$ cat config.mk
export PLATFORM = sky130hd
export DESIGN_NAME = adc_seq2_ctrl
export DESIGN_NICKNAME = d
export VERILOG_FILES = /design/src/shared/adc_seq2_pkg.sv /design/src/rtl/adc_seq2_ctrl.sv /design/src/rtl/adc_prescale_tick.sv
export SDC_FILE = /design/constraint.sdc
export NUM_CORES = 1
export LEC_CHECK = 0
export BUFFER_PORTS_ARGS = -buffer_cell sky130_fd_sc_hd__clkbuf_2
export CAP_MARGIN = 30
export CORE_MARGIN = 2
export CORE_UTILIZATION = 58
export CTS_CLUSTER_DIAMETER = 120
export CTS_CLUSTER_SIZE = 25
export DETAILED_ROUTE_END_ITERATION = 16
export HOLD_SLACK_MARGIN = 0.05
export PLACE_DENSITY_LB_ADDON = 0.05
export SLEW_MARGIN = 20
export SYNTH_ARGS = -nofsm -noshare
export SYNTH_HDL_FRONTEND = slang
export SYNTH_SLANG_ARGS = --single-unit
$ cat constraint.sdc
create_clock -name core_clk -period 9.4 [get_ports core_clk]
set_clock_uncertainty 0.15 [all_clocks]
set_input_delay 1.88 -clock core_clk [delete_from_list [all_inputs] [get_ports core_clk]]
set_output_delay 1.88 -clock core_clk [all_outputs]
set_load 0.02 [all_outputs]
$ cat src/shared/adc_seq2_pkg.sv
// Package with register map, field positions, reset values and timing constants.
package adc_seq2_pkg;

	// ----------------------------------------
	// Register map.
	// ----------------------------------------
	localparam logic [7:0] SEQ_TWO_INDEX = 8'h16;
	localparam logic [7:0] CONTROL_INDEX = 8'h18;
	localparam logic [7:0] STATUS_INDEX = 8'h30;
	localparam logic [7:0] STIM_INDEX = 8'h32;

	// ----------------------------------------
	// Field positions.
	// ----------------------------------------
	localparam int SEQ_MODE_BIT = 15;
	localparam logic [15:0] SEQ_TWO_MASK = 16'h80FF;
	localparam logic [15:0] CONTROL_MASK = 16'hF03F;
	localparam int FIFO_GATE_BIT = 15;
	localparam int SEQ2_GATE_BIT = 14;
	localparam int SEQ1_GATE_BIT = 13;
	localparam int CMP_GATE_BIT = 12;
	localparam int REF2_BIT = 5;
	localparam int REF1_BIT = 4;
	localparam int SOFT_RESET_BIT = 3;
	localparam int TIMER2_BIT = 2;
	localparam int TIMER1_BIT = 1;
	localparam int MASTER_ON_BIT = 0;
	localparam int STIM_FIFO_BIT = 0;
	localparam int STIM_SEQ1_BIT = 1;
	localparam int STIM_CMP_BIT = 2;
	localparam int STIM_OVERRIDE_BIT = 3;

	// ----------------------------------------
	// Reset values.
	// ----------------------------------------
	localparam logic [15:0] SEQ_TWO_RESET = 16'h0000;
	localparam logic [15:0] CONTROL_RESET = 16'h0030;
	localparam logic [15:0] STIM_RESET = 16'h0000;
	localparam logic [7:0] PRESCALE_RESET = 8'h09;

	// ----------------------------------------
	// Timing.
	// ----------------------------------------
	localparam int CLK_PERIOD_NS = 100;
	localparam int CONVERT_TIME_US = 20;
	localparam int CONVERT_CYCLES_INT = (CONVERT_TIME_US * 1000) / CLK_PERIOD_NS;
	localparam logic [15:0] CONVERT_TICKS = 16'(CONVERT_TIME_US);
	localparam logic [31:0] TIMER2_PERIOD_RESET = 32'h0000_0010;

	// ----------------------------------------
	// Types.
	// ----------------------------------------
	typedef struct packed {
		logic fifo;
		logic seq2;
		logic seq1;
		logic cmp;
	} irq_flags_t;

	typedef struct packed {
		logic ref2External;
		logic ref1External;
		logic timer1Run;
		logic timer2Run;
		logic moduleReset;
		logic moduleOn;
	} module_ctl_t;

	typedef enum logic [2:0] {
		SEQ_IDLE = 3'b001,
		SEQ_CONVERT = 3'b010,
		SEQ_WAIT_TIMER = 3'b100
	} seq_state_t;

endpackage

$ cat src/rtl/adc_seq2_ctrl.sv
// Sequencer 2 configuration, primary control register and sequencer 2 stepping.
//
// Behaviour
// - Sequencer 2 runs only when on, not in soft reset, no override.
// - Bit 15 selects timer 2 event stepping, else convert time stepping.
// - Bits 7..0 enable channels 7..0 for the sequence.
// - Control bit 15 gates the FIFO interrupt.
// - Control bit 14 gates the sequencer 2 interrupt.
// - Control bit 13 gates the sequencer 1 interrupt.
// - Control bit 12 gates the compare interrupt.
// - Bits 5 and 4 select external reference, default one.
// - Control bit 3 holds both timers and sequencer 2 in reset.
// - Control bit 2 enables the 32-bit second timer.
// - Control bit 1 enables the 32-bit first timer.
// - Control bit 0 is the master enable.
// - Timers and sequencers run on the prescaled clock tick.
`timescale 1ns/100ps
`default_nettype none
module adc_seq2_ctrl
	import adc_seq2_pkg::*;
(
	input wire logic core_clk,
	input wire logic srst,
	input wire logic wb_cyc_i,
	input wire logic wb_stb_i,
	input wire logic wb_we_i,
	input wire logic [7:0] wb_adr_i,
	input wire logic [3:0] wb_sel_i,
	input wire logic [31:0] wb_dat_i,
	output logic [31:0] wb_dat_o,
	output logic wb_ack_o,
	input wire logic [7:0] prescale,
	input wire irq_flags_t irqSources,
	input wire logic overrideMode,
	output logic [2:0] activeChannel,
	output logic convertStrobe,
	output irq_flags_t irqGated,
	output module_ctl_t moduleCtl,
	output logic [31:0] firstTimer,
	output logic [31:0] secondTimer
);

	// ----------------------------------------
	// Bus decode.
	// ----------------------------------------
	logic [15:0] seqTwo_reg;
	logic [15:0] control_reg;
	seq_state_t state_reg;
	logic [2:0] chan_reg;
	logic [15:0] wait_reg;
	logic tick;
	wire request = wb_cyc_i && wb_stb_i && !wb_ack_o;
	wire doWrite = request && wb_we_i;
	wire selLow = wb_sel_i[0];
	wire selHigh = wb_sel_i[1];
	wire hitSeq = (wb_adr_i == SEQ_TWO_INDEX);
	wire hitCtl = (wb_adr_i == CONTROL_INDEX);
	wire hitSts = (wb_adr_i == STATUS_INDEX);
	wire [15:0] laneMask = {{8{selHigh}}, {8{selLow}}};
	wire [15:0] seqWriteValue = ((seqTwo_reg & ~laneMask) | (wb_dat_i[15:0] & laneMask))
		& SEQ_TWO_MASK;
	wire [15:0] ctlWriteValue = ((control_reg & ~laneMask) | (wb_dat_i[15:0] & laneMask))
		& CONTROL_MASK;
	wire [15:0] statusWord = {8'h00, 2'b00, state_reg, chan_reg};
	wire [15:0] readMux = hitSeq ? seqTwo_reg
		: (hitCtl ? control_reg : (hitSts ? statusWord : 16'h0000));

	// ----------------------------------------
	// Module level control.
	// ----------------------------------------
	wire moduleOn = control_reg[MASTER_ON_BIT];
	wire softReset = control_reg[SOFT_RESET_BIT];
	wire seqEnable = moduleOn && !softReset && !overrideMode;
	wire timerStep = seqTwo_reg[SEQ_MODE_BIT];
	wire [7:0] chanMask = seqTwo_reg[7:0];
	wire timer1Run = moduleOn && !softReset && control_reg[TIMER1_BIT];
	wire timer2Run = moduleOn && !softReset && control_reg[TIMER2_BIT];
	wire timer2Event = timer2Run && tick && (secondTimer[3:0] == 4'hF);

	// ----------------------------------------
	// Next enabled channel search.
	// ----------------------------------------
	logic [2:0] nextChan;
	logic foundChan;
	always_comb begin
		nextChan = chan_reg;
		foundChan = 1'b0;
		for (int i = 7; i >= 1; i--) begin
			if (chanMask[3'(chan_reg + 3'(i))]) begin
				nextChan = 3'(chan_reg + 3'(i));
				foundChan = 1'b1;
			end
		end
		if (!foundChan && chanMask[chan_reg]) begin
			foundChan = 1'b1;
		end
	end

	adc_prescale_tick u_tick (
		.core_clk(core_clk),
		.srst(srst),
		.prescale(prescale),
		.tick(tick)
	);

	// ----------------------------------------
	// Registers.
	// ----------------------------------------
	always_ff @(posedge core_clk) begin
		if (srst) begin
			seqTwo_reg <= SEQ_TWO_RESET;
			control_reg <= CONTROL_RESET;
			wb_ack_o <= 1'b0;
			wb_dat_o <= 32'h0000_0000;
		end else begin
			wb_ack_o <= request;
			wb_dat_o <= request ? {16'h0000, readMux} : 32'h0000_0000;
			if (doWrite && hitSeq) begin
				seqTwo_reg <= seqWriteValue;
			end
			if (doWrite && hitCtl) begin
				control_reg <= ctlWriteValue;
			end
		end
	end

	// ----------------------------------------
	// Sequencing timers.
	// ----------------------------------------
	always_ff @(posedge core_clk) begin
		if (srst || softReset) begin
			firstTimer <= 32'h0000_0000;
			secondTimer <= 32'h0000_0000;
		end else begin
			if (timer1Run && tick) begin
				firstTimer <= 32'(firstTimer + 32'h0000_0001);
			end
			if (timer2Run && tick) begin
				secondTimer <= 32'(secondTimer + 32'h0000_0001);
			end
		end
	end

	// ----------------------------------------
	// Sequencer 2 stepping.
	// ----------------------------------------
	always_ff @(posedge core_clk) begin
		if (srst || !seqEnable) begin
			state_reg <= SEQ_IDLE;
			chan_reg <= 3'b000;
			wait_reg <= 16'h0000;
			convertStrobe <= 1'b0;
			activeChannel <= 3'b000;
		end else begin
			convertStrobe <= 1'b0;
			case (state_reg)
				SEQ_IDLE: begin
					if (foundChan && tick) begin
						chan_reg <= chanMask[chan_reg] ? chan_reg : nextChan;
						activeChannel <= chanMask[chan_reg] ? chan_reg : nextChan;
						convertStrobe <= 1'b1;
						wait_reg <= 16'h0000;
						state_reg <= timerStep ? SEQ_WAIT_TIMER : SEQ_CONVERT;
					end
				end
				SEQ_CONVERT: begin
					if (tick) begin
						wait_reg <= 16'(wait_reg + 16'h0001);
					end
					if (tick && wait_reg == 16'(CONVERT_TICKS - 16'h0001)) begin
						chan_reg <= nextChan;
						state_reg <= foundChan ? SEQ_IDLE : SEQ_IDLE;
					end
				end
				SEQ_WAIT_TIMER: begin
					if (timer2Event) begin
						chan_reg <= nextChan;
						state_reg <= SEQ_IDLE;
					end
				end
				default: begin
					state_reg <= SEQ_IDLE;
				end
			endcase
		end
	end

	// ----------------------------------------
	// Interrupt gating and module outputs.
	// ----------------------------------------
	always_ff @(posedge core_clk) begin
		if (srst) begin
			irqGated <= '0;
			moduleCtl <= '0;
		end else begin
			irqGated.fifo <= irqSources.fifo && control_reg[FIFO_GATE_BIT];
			irqGated.seq2 <= irqSources.seq2 && control_reg[SEQ2_GATE_BIT];
			irqGated.seq1 <= irqSources.seq1 && control_reg[SEQ1_GATE_BIT];
			irqGated.cmp <= irqSources.cmp && control_reg[CMP_GATE_BIT];
			moduleCtl.ref2External <= control_reg[REF2_BIT];
			moduleCtl.ref1External <= control_reg[REF1_BIT];
			moduleCtl.timer1Run <= timer1Run;
			moduleCtl.timer2Run <= timer2Run;
			moduleCtl.moduleReset <= softReset;
			moduleCtl.moduleOn <= moduleOn;
		end
	end

	// ----------------------------------------
	// Checks.
	// ----------------------------------------
	property p_seq_gate;
		@(posedge core_clk) disable iff (srst)
		(!moduleOn || softReset || overrideMode) |=> state_reg == SEQ_IDLE;
	endproperty
	a_seq_gate: assert property (p_seq_gate) else $error("sequencer ran while gated");

	property p_mode_select;
		@(posedge core_clk) disable iff (srst)
		(convertStrobe && $past(seqEnable))
			|-> state_reg == ($past(timerStep) ? SEQ_WAIT_TIMER : SEQ_CONVERT);
	endproperty
	a_mode_select: assert property (p_mode_select) else $error("step mode wrong");

	property p_chan_enabled;
		@(posedge core_clk) disable iff (srst)
		convertStrobe && $stable(chanMask) |-> chanMask[activeChannel];
	endproperty
	a_chan_enabled: assert property (p_chan_enabled) else $error("disabled channel converted");

	property p_fifo_gate;
		@(posedge core_clk) disable iff (srst)
		irqGated.fifo |-> $past(control_reg[FIFO_GATE_BIT]) && $past(irqSources.fifo);
	endproperty
	a_fifo_gate: assert property (p_fifo_gate) else $error("fifo irq leaked");

	property p_seq2_gate;
		@(posedge core_clk) disable iff (srst)
		(irqSources.seq2 && control_reg[SEQ2_GATE_BIT]) |=> irqGated.seq2;
	endproperty
	a_seq2_gate: assert property (p_seq2_gate) else $error("seq2 irq gate wrong");

	property p_seq1_gate;
		@(posedge core_clk) disable iff (srst)
		!control_reg[SEQ1_GATE_BIT] |=> !irqGated.seq1;
	endproperty
	a_seq1_gate: assert property (p_seq1_gate) else $error("seq1 irq leaked");

	property p_cmp_gate;
		@(posedge core_clk) disable iff (srst)
		!control_reg[CMP_GATE_BIT] |=> !irqGated.cmp;
	endproperty
	a_cmp_gate: assert property (p_cmp_gate) else $error("compare irq leaked");

	property p_soft_reset;
		@(posedge core_clk) disable iff (srst)
		softReset |=> secondTimer == 32'h0000_0000 && firstTimer == 32'h0000_0000;
	endproperty
	a_soft_reset: assert property (p_soft_reset) else $error("timers run in soft reset");

	property p_timer2_stop;
		@(posedge core_clk) disable iff (srst)
		!control_reg[TIMER2_BIT] |=> $stable(secondTimer) || secondTimer == 32'h0000_0000;
	endproperty
	a_timer2_stop: assert property (p_timer2_stop) else $error("timer 2 counted while off");

	property p_timer1_stop;
		@(posedge core_clk) disable iff (srst)
		!control_reg[TIMER1_BIT] |=> $stable(firstTimer) || firstTimer == 32'h0000_0000;
	endproperty
	a_timer1_stop: assert property (p_timer1_stop) else $error("timer 1 counted while off");

	property p_reserved;
		@(posedge core_clk) disable iff (srst)
		1'b1 |-> (seqTwo_reg & ~SEQ_TWO_MASK) == 16'h0000 && (control_reg & ~CONTROL_MASK) == 16'h0000;
	endproperty
	a_reserved: assert property (p_reserved) else $error("reserved bits set");

	property p_ack_one;
		@(posedge core_clk) disable iff (srst)
		wb_ack_o |=> !wb_ack_o;
	endproperty
	a_ack_one: assert property (p_ack_one) else $error("ack held too long");

endmodule
`default_nettype wire

$ cat src/rtl/adc_prescale_tick.sv
// Prescale tick generator: one pulse every prescale plus one clock cycles.
`timescale 1ns/100ps
`default_nettype none
module adc_prescale_tick
	import adc_seq2_pkg::*;
(
	input wire logic core_clk,
	input wire logic srst,
	input wire logic [7:0] prescale,
	output logic tick
);

	logic [7:0] count_reg;
	logic [7:0] count_next;
	wire atEnd = (count_reg >= prescale);

	assign count_next = atEnd ? 8'h00 : 8'(count_reg + 8'h01);

	always_ff @(posedge core_clk) begin
		if (srst) begin
			count_reg <= 8'h00;
			tick <= 1'b0;
		end else begin
			count_reg <= count_next;
			tick <= atEnd;
		end
	end

	property p_tick_period;
		@(posedge core_clk) disable iff (srst)
		(tick && prescale == 8'h03 && $past(prescale) == 8'h03 && $past(prescale, 2) == 8'h03
			&& $past(prescale, 3) == 8'h03 && $past(prescale, 4) == 8'h03)
			|-> !$past(tick) && !$past(tick, 2) && !$past(tick, 3) && $past(tick, 4);
	endproperty
	a_tick_period: assert property (p_tick_period) else $error("prescale tick spacing wrong");

endmodule
`default_nettype wire

==> flow_metrics.py <==
metrics = {
    "status": {
        "outcome": "completed",
    },
    "clocking": {
        "cts_resized": 0,
        "post_cts_buffers": 0,
        "cts_max_level": 4,
        "numClockSinks": 141,
        "cts-root-buf": "clkbuf_16",
        "hold_buffers": 0,
        "clock_latency_ns": 0.42,
        "clk_pin_slew_ns": 0.06,
        "tritoncts": "built",
        "cts_buffers": 17,
        "clock_path_buffers": 2,
    },
    "route": {
        "wl_per_cell_um": 15.4,
        "viasPerCell": 5.73,
        "totalWireLength_mm": 16.5,
        "post-route-drc-count": 0,
        "antenna_left": 0,
        "first_pass_iters": 7,
        "vias": 6135,
        "dr.first_iter.drc_count": 379,
    },
    "die": {
        "dieArea_sq_um": 13200,
        "chipWidth_um": 115,
        "die_h_um": 115,
        "io_pins": 173,
        "initial_core_util": 0.594,
        "std_cell_rows": 40,
        "core_area_sq_um": 12000,
    },
    "worst_setup_path": {
        "slowest_stage": "dfxtp_1",
        "cp.required_ns": 9.61,
        "critPathLaunch": "chan_reg[0]",
        "crit_path_end_kind": "flop",
        "cpMostUsedCell": "nand2_1",
        "worstSetupPathType": "reg -> reg",
        "cp-start-kind": "flop",
        "cpPeakStageDelay_ns": 0.88,
        "r2r-start": "chan_reg[0]",
        "crit_arrival_ns": 4.68,
        "crit_path_cell_trace": "inv_1 -> ha_1 -> mux4_2 -> mux2_2 -> nor3_2 -> a31o_4 -> nand2_1 -> or4_1 -> nand2_1",
        "critPathMaxFanout": 19,
    },
    "logic_synthesis": {
        "yosys_warnings": 0,
        "async_flop_share": 0,
        "synth_area_leaders": "dfxtp_1 (40%), nor2_1 (5.7%), xor2_1 (5.3%)",
        "synth_seq_cells": 141,
        "yosysTopAreaCell": "dfxtp_1",
        "yosysUniqueCellTypes": 68,
        "ys_seq_area_frac": 0.395,
        "netlist_area_sq_um": 7140,
        "synth_top_area_share": 0.395,
        "synthCells": 792,
        "synth-main-ff-cell": "dfxtp_1",
        "synth-edff-count": 0,
        "avgSynthCellArea_sq_um": 9.01,
    },
    "sta": {
        "rsz0062_at_grt": "false",
        "hold_viol": 0,
        "setup_viol": 0,
        "post-route-min-period_ns": 4.47,
        "finalSetupTns_ns": 0,
        "finalCritPeriodShare": 0.476,
        "worstMarginPinSlew_ns": 0.897,
        "slew_violations": 0,
        "timing.fmax_ghz": 0.224,
        "slew_headroom": 0.401,
        "layout_setup_ws_ns": 4.93,
    },
    "pwr": {
        "power_frac_comb": 0.028,
        "p_per_area_nw_per_um2": 163,
        "power_mw": 1.37,
        "switching_share": 0.200,
        "p_int_mw": 1.10,
        "pwr-share-seq": 0.438,
        "switchingPower_mw": 0.275,
        "irDropWorstVdd_mv": 0.113,
        "clockPowerShare": 0.534,
        "p_leak_nw": 3.49,
    },
    "global_route": {
        "busiest_layer": "met2",
        "grt_usage": 0.253,
        "grt_start_max_net_pins": 44,
        "grt_pass1_vias": 5596,
        "use_met2": 0.416,
        "use_met1": 0.323,
        "grt_antenna_before_repair": 0,
        "grt_pass1_wl_mm": 26.7,
        "grtUsageMet3": 0.0638,
        "grt-ovfl-total": 0,
    },
    "place": {
        "gp_congestion": 0.837,
        "dpl_cell_area_sq_um": 7770,
        "io_buffers": 130,
        "post-place-ws_ns": 4.79,
        "dp_hpwl_mm": 11.9,
    },
    "layout": {
        "syn_to_final_growth_pct": 18.2,
        "final_nets": 986,
        "antenna_cells": 0,
        "fin_util": 0.702,
        "drive_gt1_frac": 0.211,
        "stdcell_area_sq_um": 8440,
    },
    "hold_path": {
        "hold_class": "reg -> reg",
    },
    "run": {
        "maxCapViolations": 0,
    },
}
## final timing paths
kind | slack (ns) | cells after the start | endpoint
hold reg to reg | 0.31 | 2 | irqGated[2]
setup / recovery | 4.93 | 9 | wait_reg[5]
setup reg to reg | 4.93 | 9 | wait_reg[5]
hold / removal | 0.31 | 2 | irqGated[2]
## through the flow
step | std cells | hold WS, ns
after CTS | 1070 | 0.309
after detailed placement | 1038 | 0.294
after global placement | 1037 | 0.277
final | 1070 | 0.307
after floorplan | 811 | 0.267
after global routing | 1070 | 0.345
## critical path: cells and delay by family (launching register included)
family / cells / cell delay [ns]
and+or+nand+nor: 4 / 1.21
muxes: 2 / 0.99
DFF: 1 / 0.88
adders and majority gates: 1 / 0.70
AOI/OAI and AO/OA: 1 / 0.26
buffers and inverters: 1 / 0.22
## layout make-up
class	instances	area [sq um]
Multi-Input combinational cell	587	3970
Clock inverter	9	155
Timing Repair Buffer	132	678
Clock buffer	23	508
Sequential cell	141	2820
Fill cell	978	3570
Tap cell	147	184
Inverter	31	116
## cell usage in the layout (no fill, tap or decap), drive strengths merged, types with 8 or more instances in the layout
cell,synthesis,final
o21ai,18,18
conb,1,20
nor2b,9,9
nand2,51,51
and3,19,19
a21oi,27,27
or4,8,8
xnor2,28,28
ha,14,14
nor3,13,13
a211oi,11,11
mux2i,33,33
clkbuf,21,153
or3,13,13
inv,31,31
nor2,109,109
nand3,37,37
nand4,18,18
mux4,12,12
and2,11,11
xor2,43,43
dfxtp,141,141
## cell usage after synthesis, types with 4 or more instances
| master | count |
|---|---|
| nand3_1 | 37 |
| buf_2 | 5 |
| or4_1 | 8 |
| nand2_1 | 51 |
| and2_1 | 11 |
| clkbuf_1 | 21 |
| mux2i_1 | 33 |
| and4_1 | 4 |
| o21ai_0 | 17 |
| nor3_1 | 11 |
| or3_1 | 13 |
| o31ai_1 | 5 |
| and3b_1 | 4 |
| nand3b_1 | 4 |
| a21oi_1 | 26 |
| a211oi_1 | 11 |
| nor3b_1 | 5 |
| nand2b_1 | 4 |
| xor2_1 | 43 |
| nor2b_1 | 9 |
| a21o_1 | 4 |
| nor4b_1 | 4 |
| mux4_2 | 12 |
| inv_1 | 31 |
| ha_1 | 14 |
| buf_4 | 22 |
| o211ai_1 | 5 |
| a222oi_1 | 7 |
| dfxtp_1 | 141 |
| nand4_1 | 18 |
| and3_1 | 19 |
| nor2_1 | 108 |
| xnor2_1 | 27 |
| nor4_1 | 5 |
## cell families (layout without fill, tap and decap cells)
kind of cell	Yosys count	after routing	synth area share
fa+ha+maj	14	14	0.0245
other cells	1	20	0.000525
buf+inv	83	195	0.0582
flops	141	141	0.395
simple gates	331	331	0.242
compound gates	101	101	0.0983
mux	50	50	0.0925
xor+xnor	71	71	0.0882
## metal layers
layer | vias to the layer above | share of wire | wire length, um
li1 | 3004 | - | -
met1 | 2889 | 0.44 | 7280
met2 | 212 | 0.48 | 7900
met3 | 30 | 0.060 | 981
met4 | 0 | 0.018 | 295
met5 | - | 0 | 0
## power by group through the flow
stage          clock, mW  combinational, mW  sequential (mW)
2_1_floorplan          0             0.0290            0.615
3_3_place_gp           0             0.0356            0.615
3_5_place_dp           0             0.0380            0.615
4_1_cts            0.743             0.0385            0.602
5_1_grt            0.771             0.0424            0.602
6_report           0.734             0.0382            0.602
Note: power is estimated with default switching activity, not from simulation.
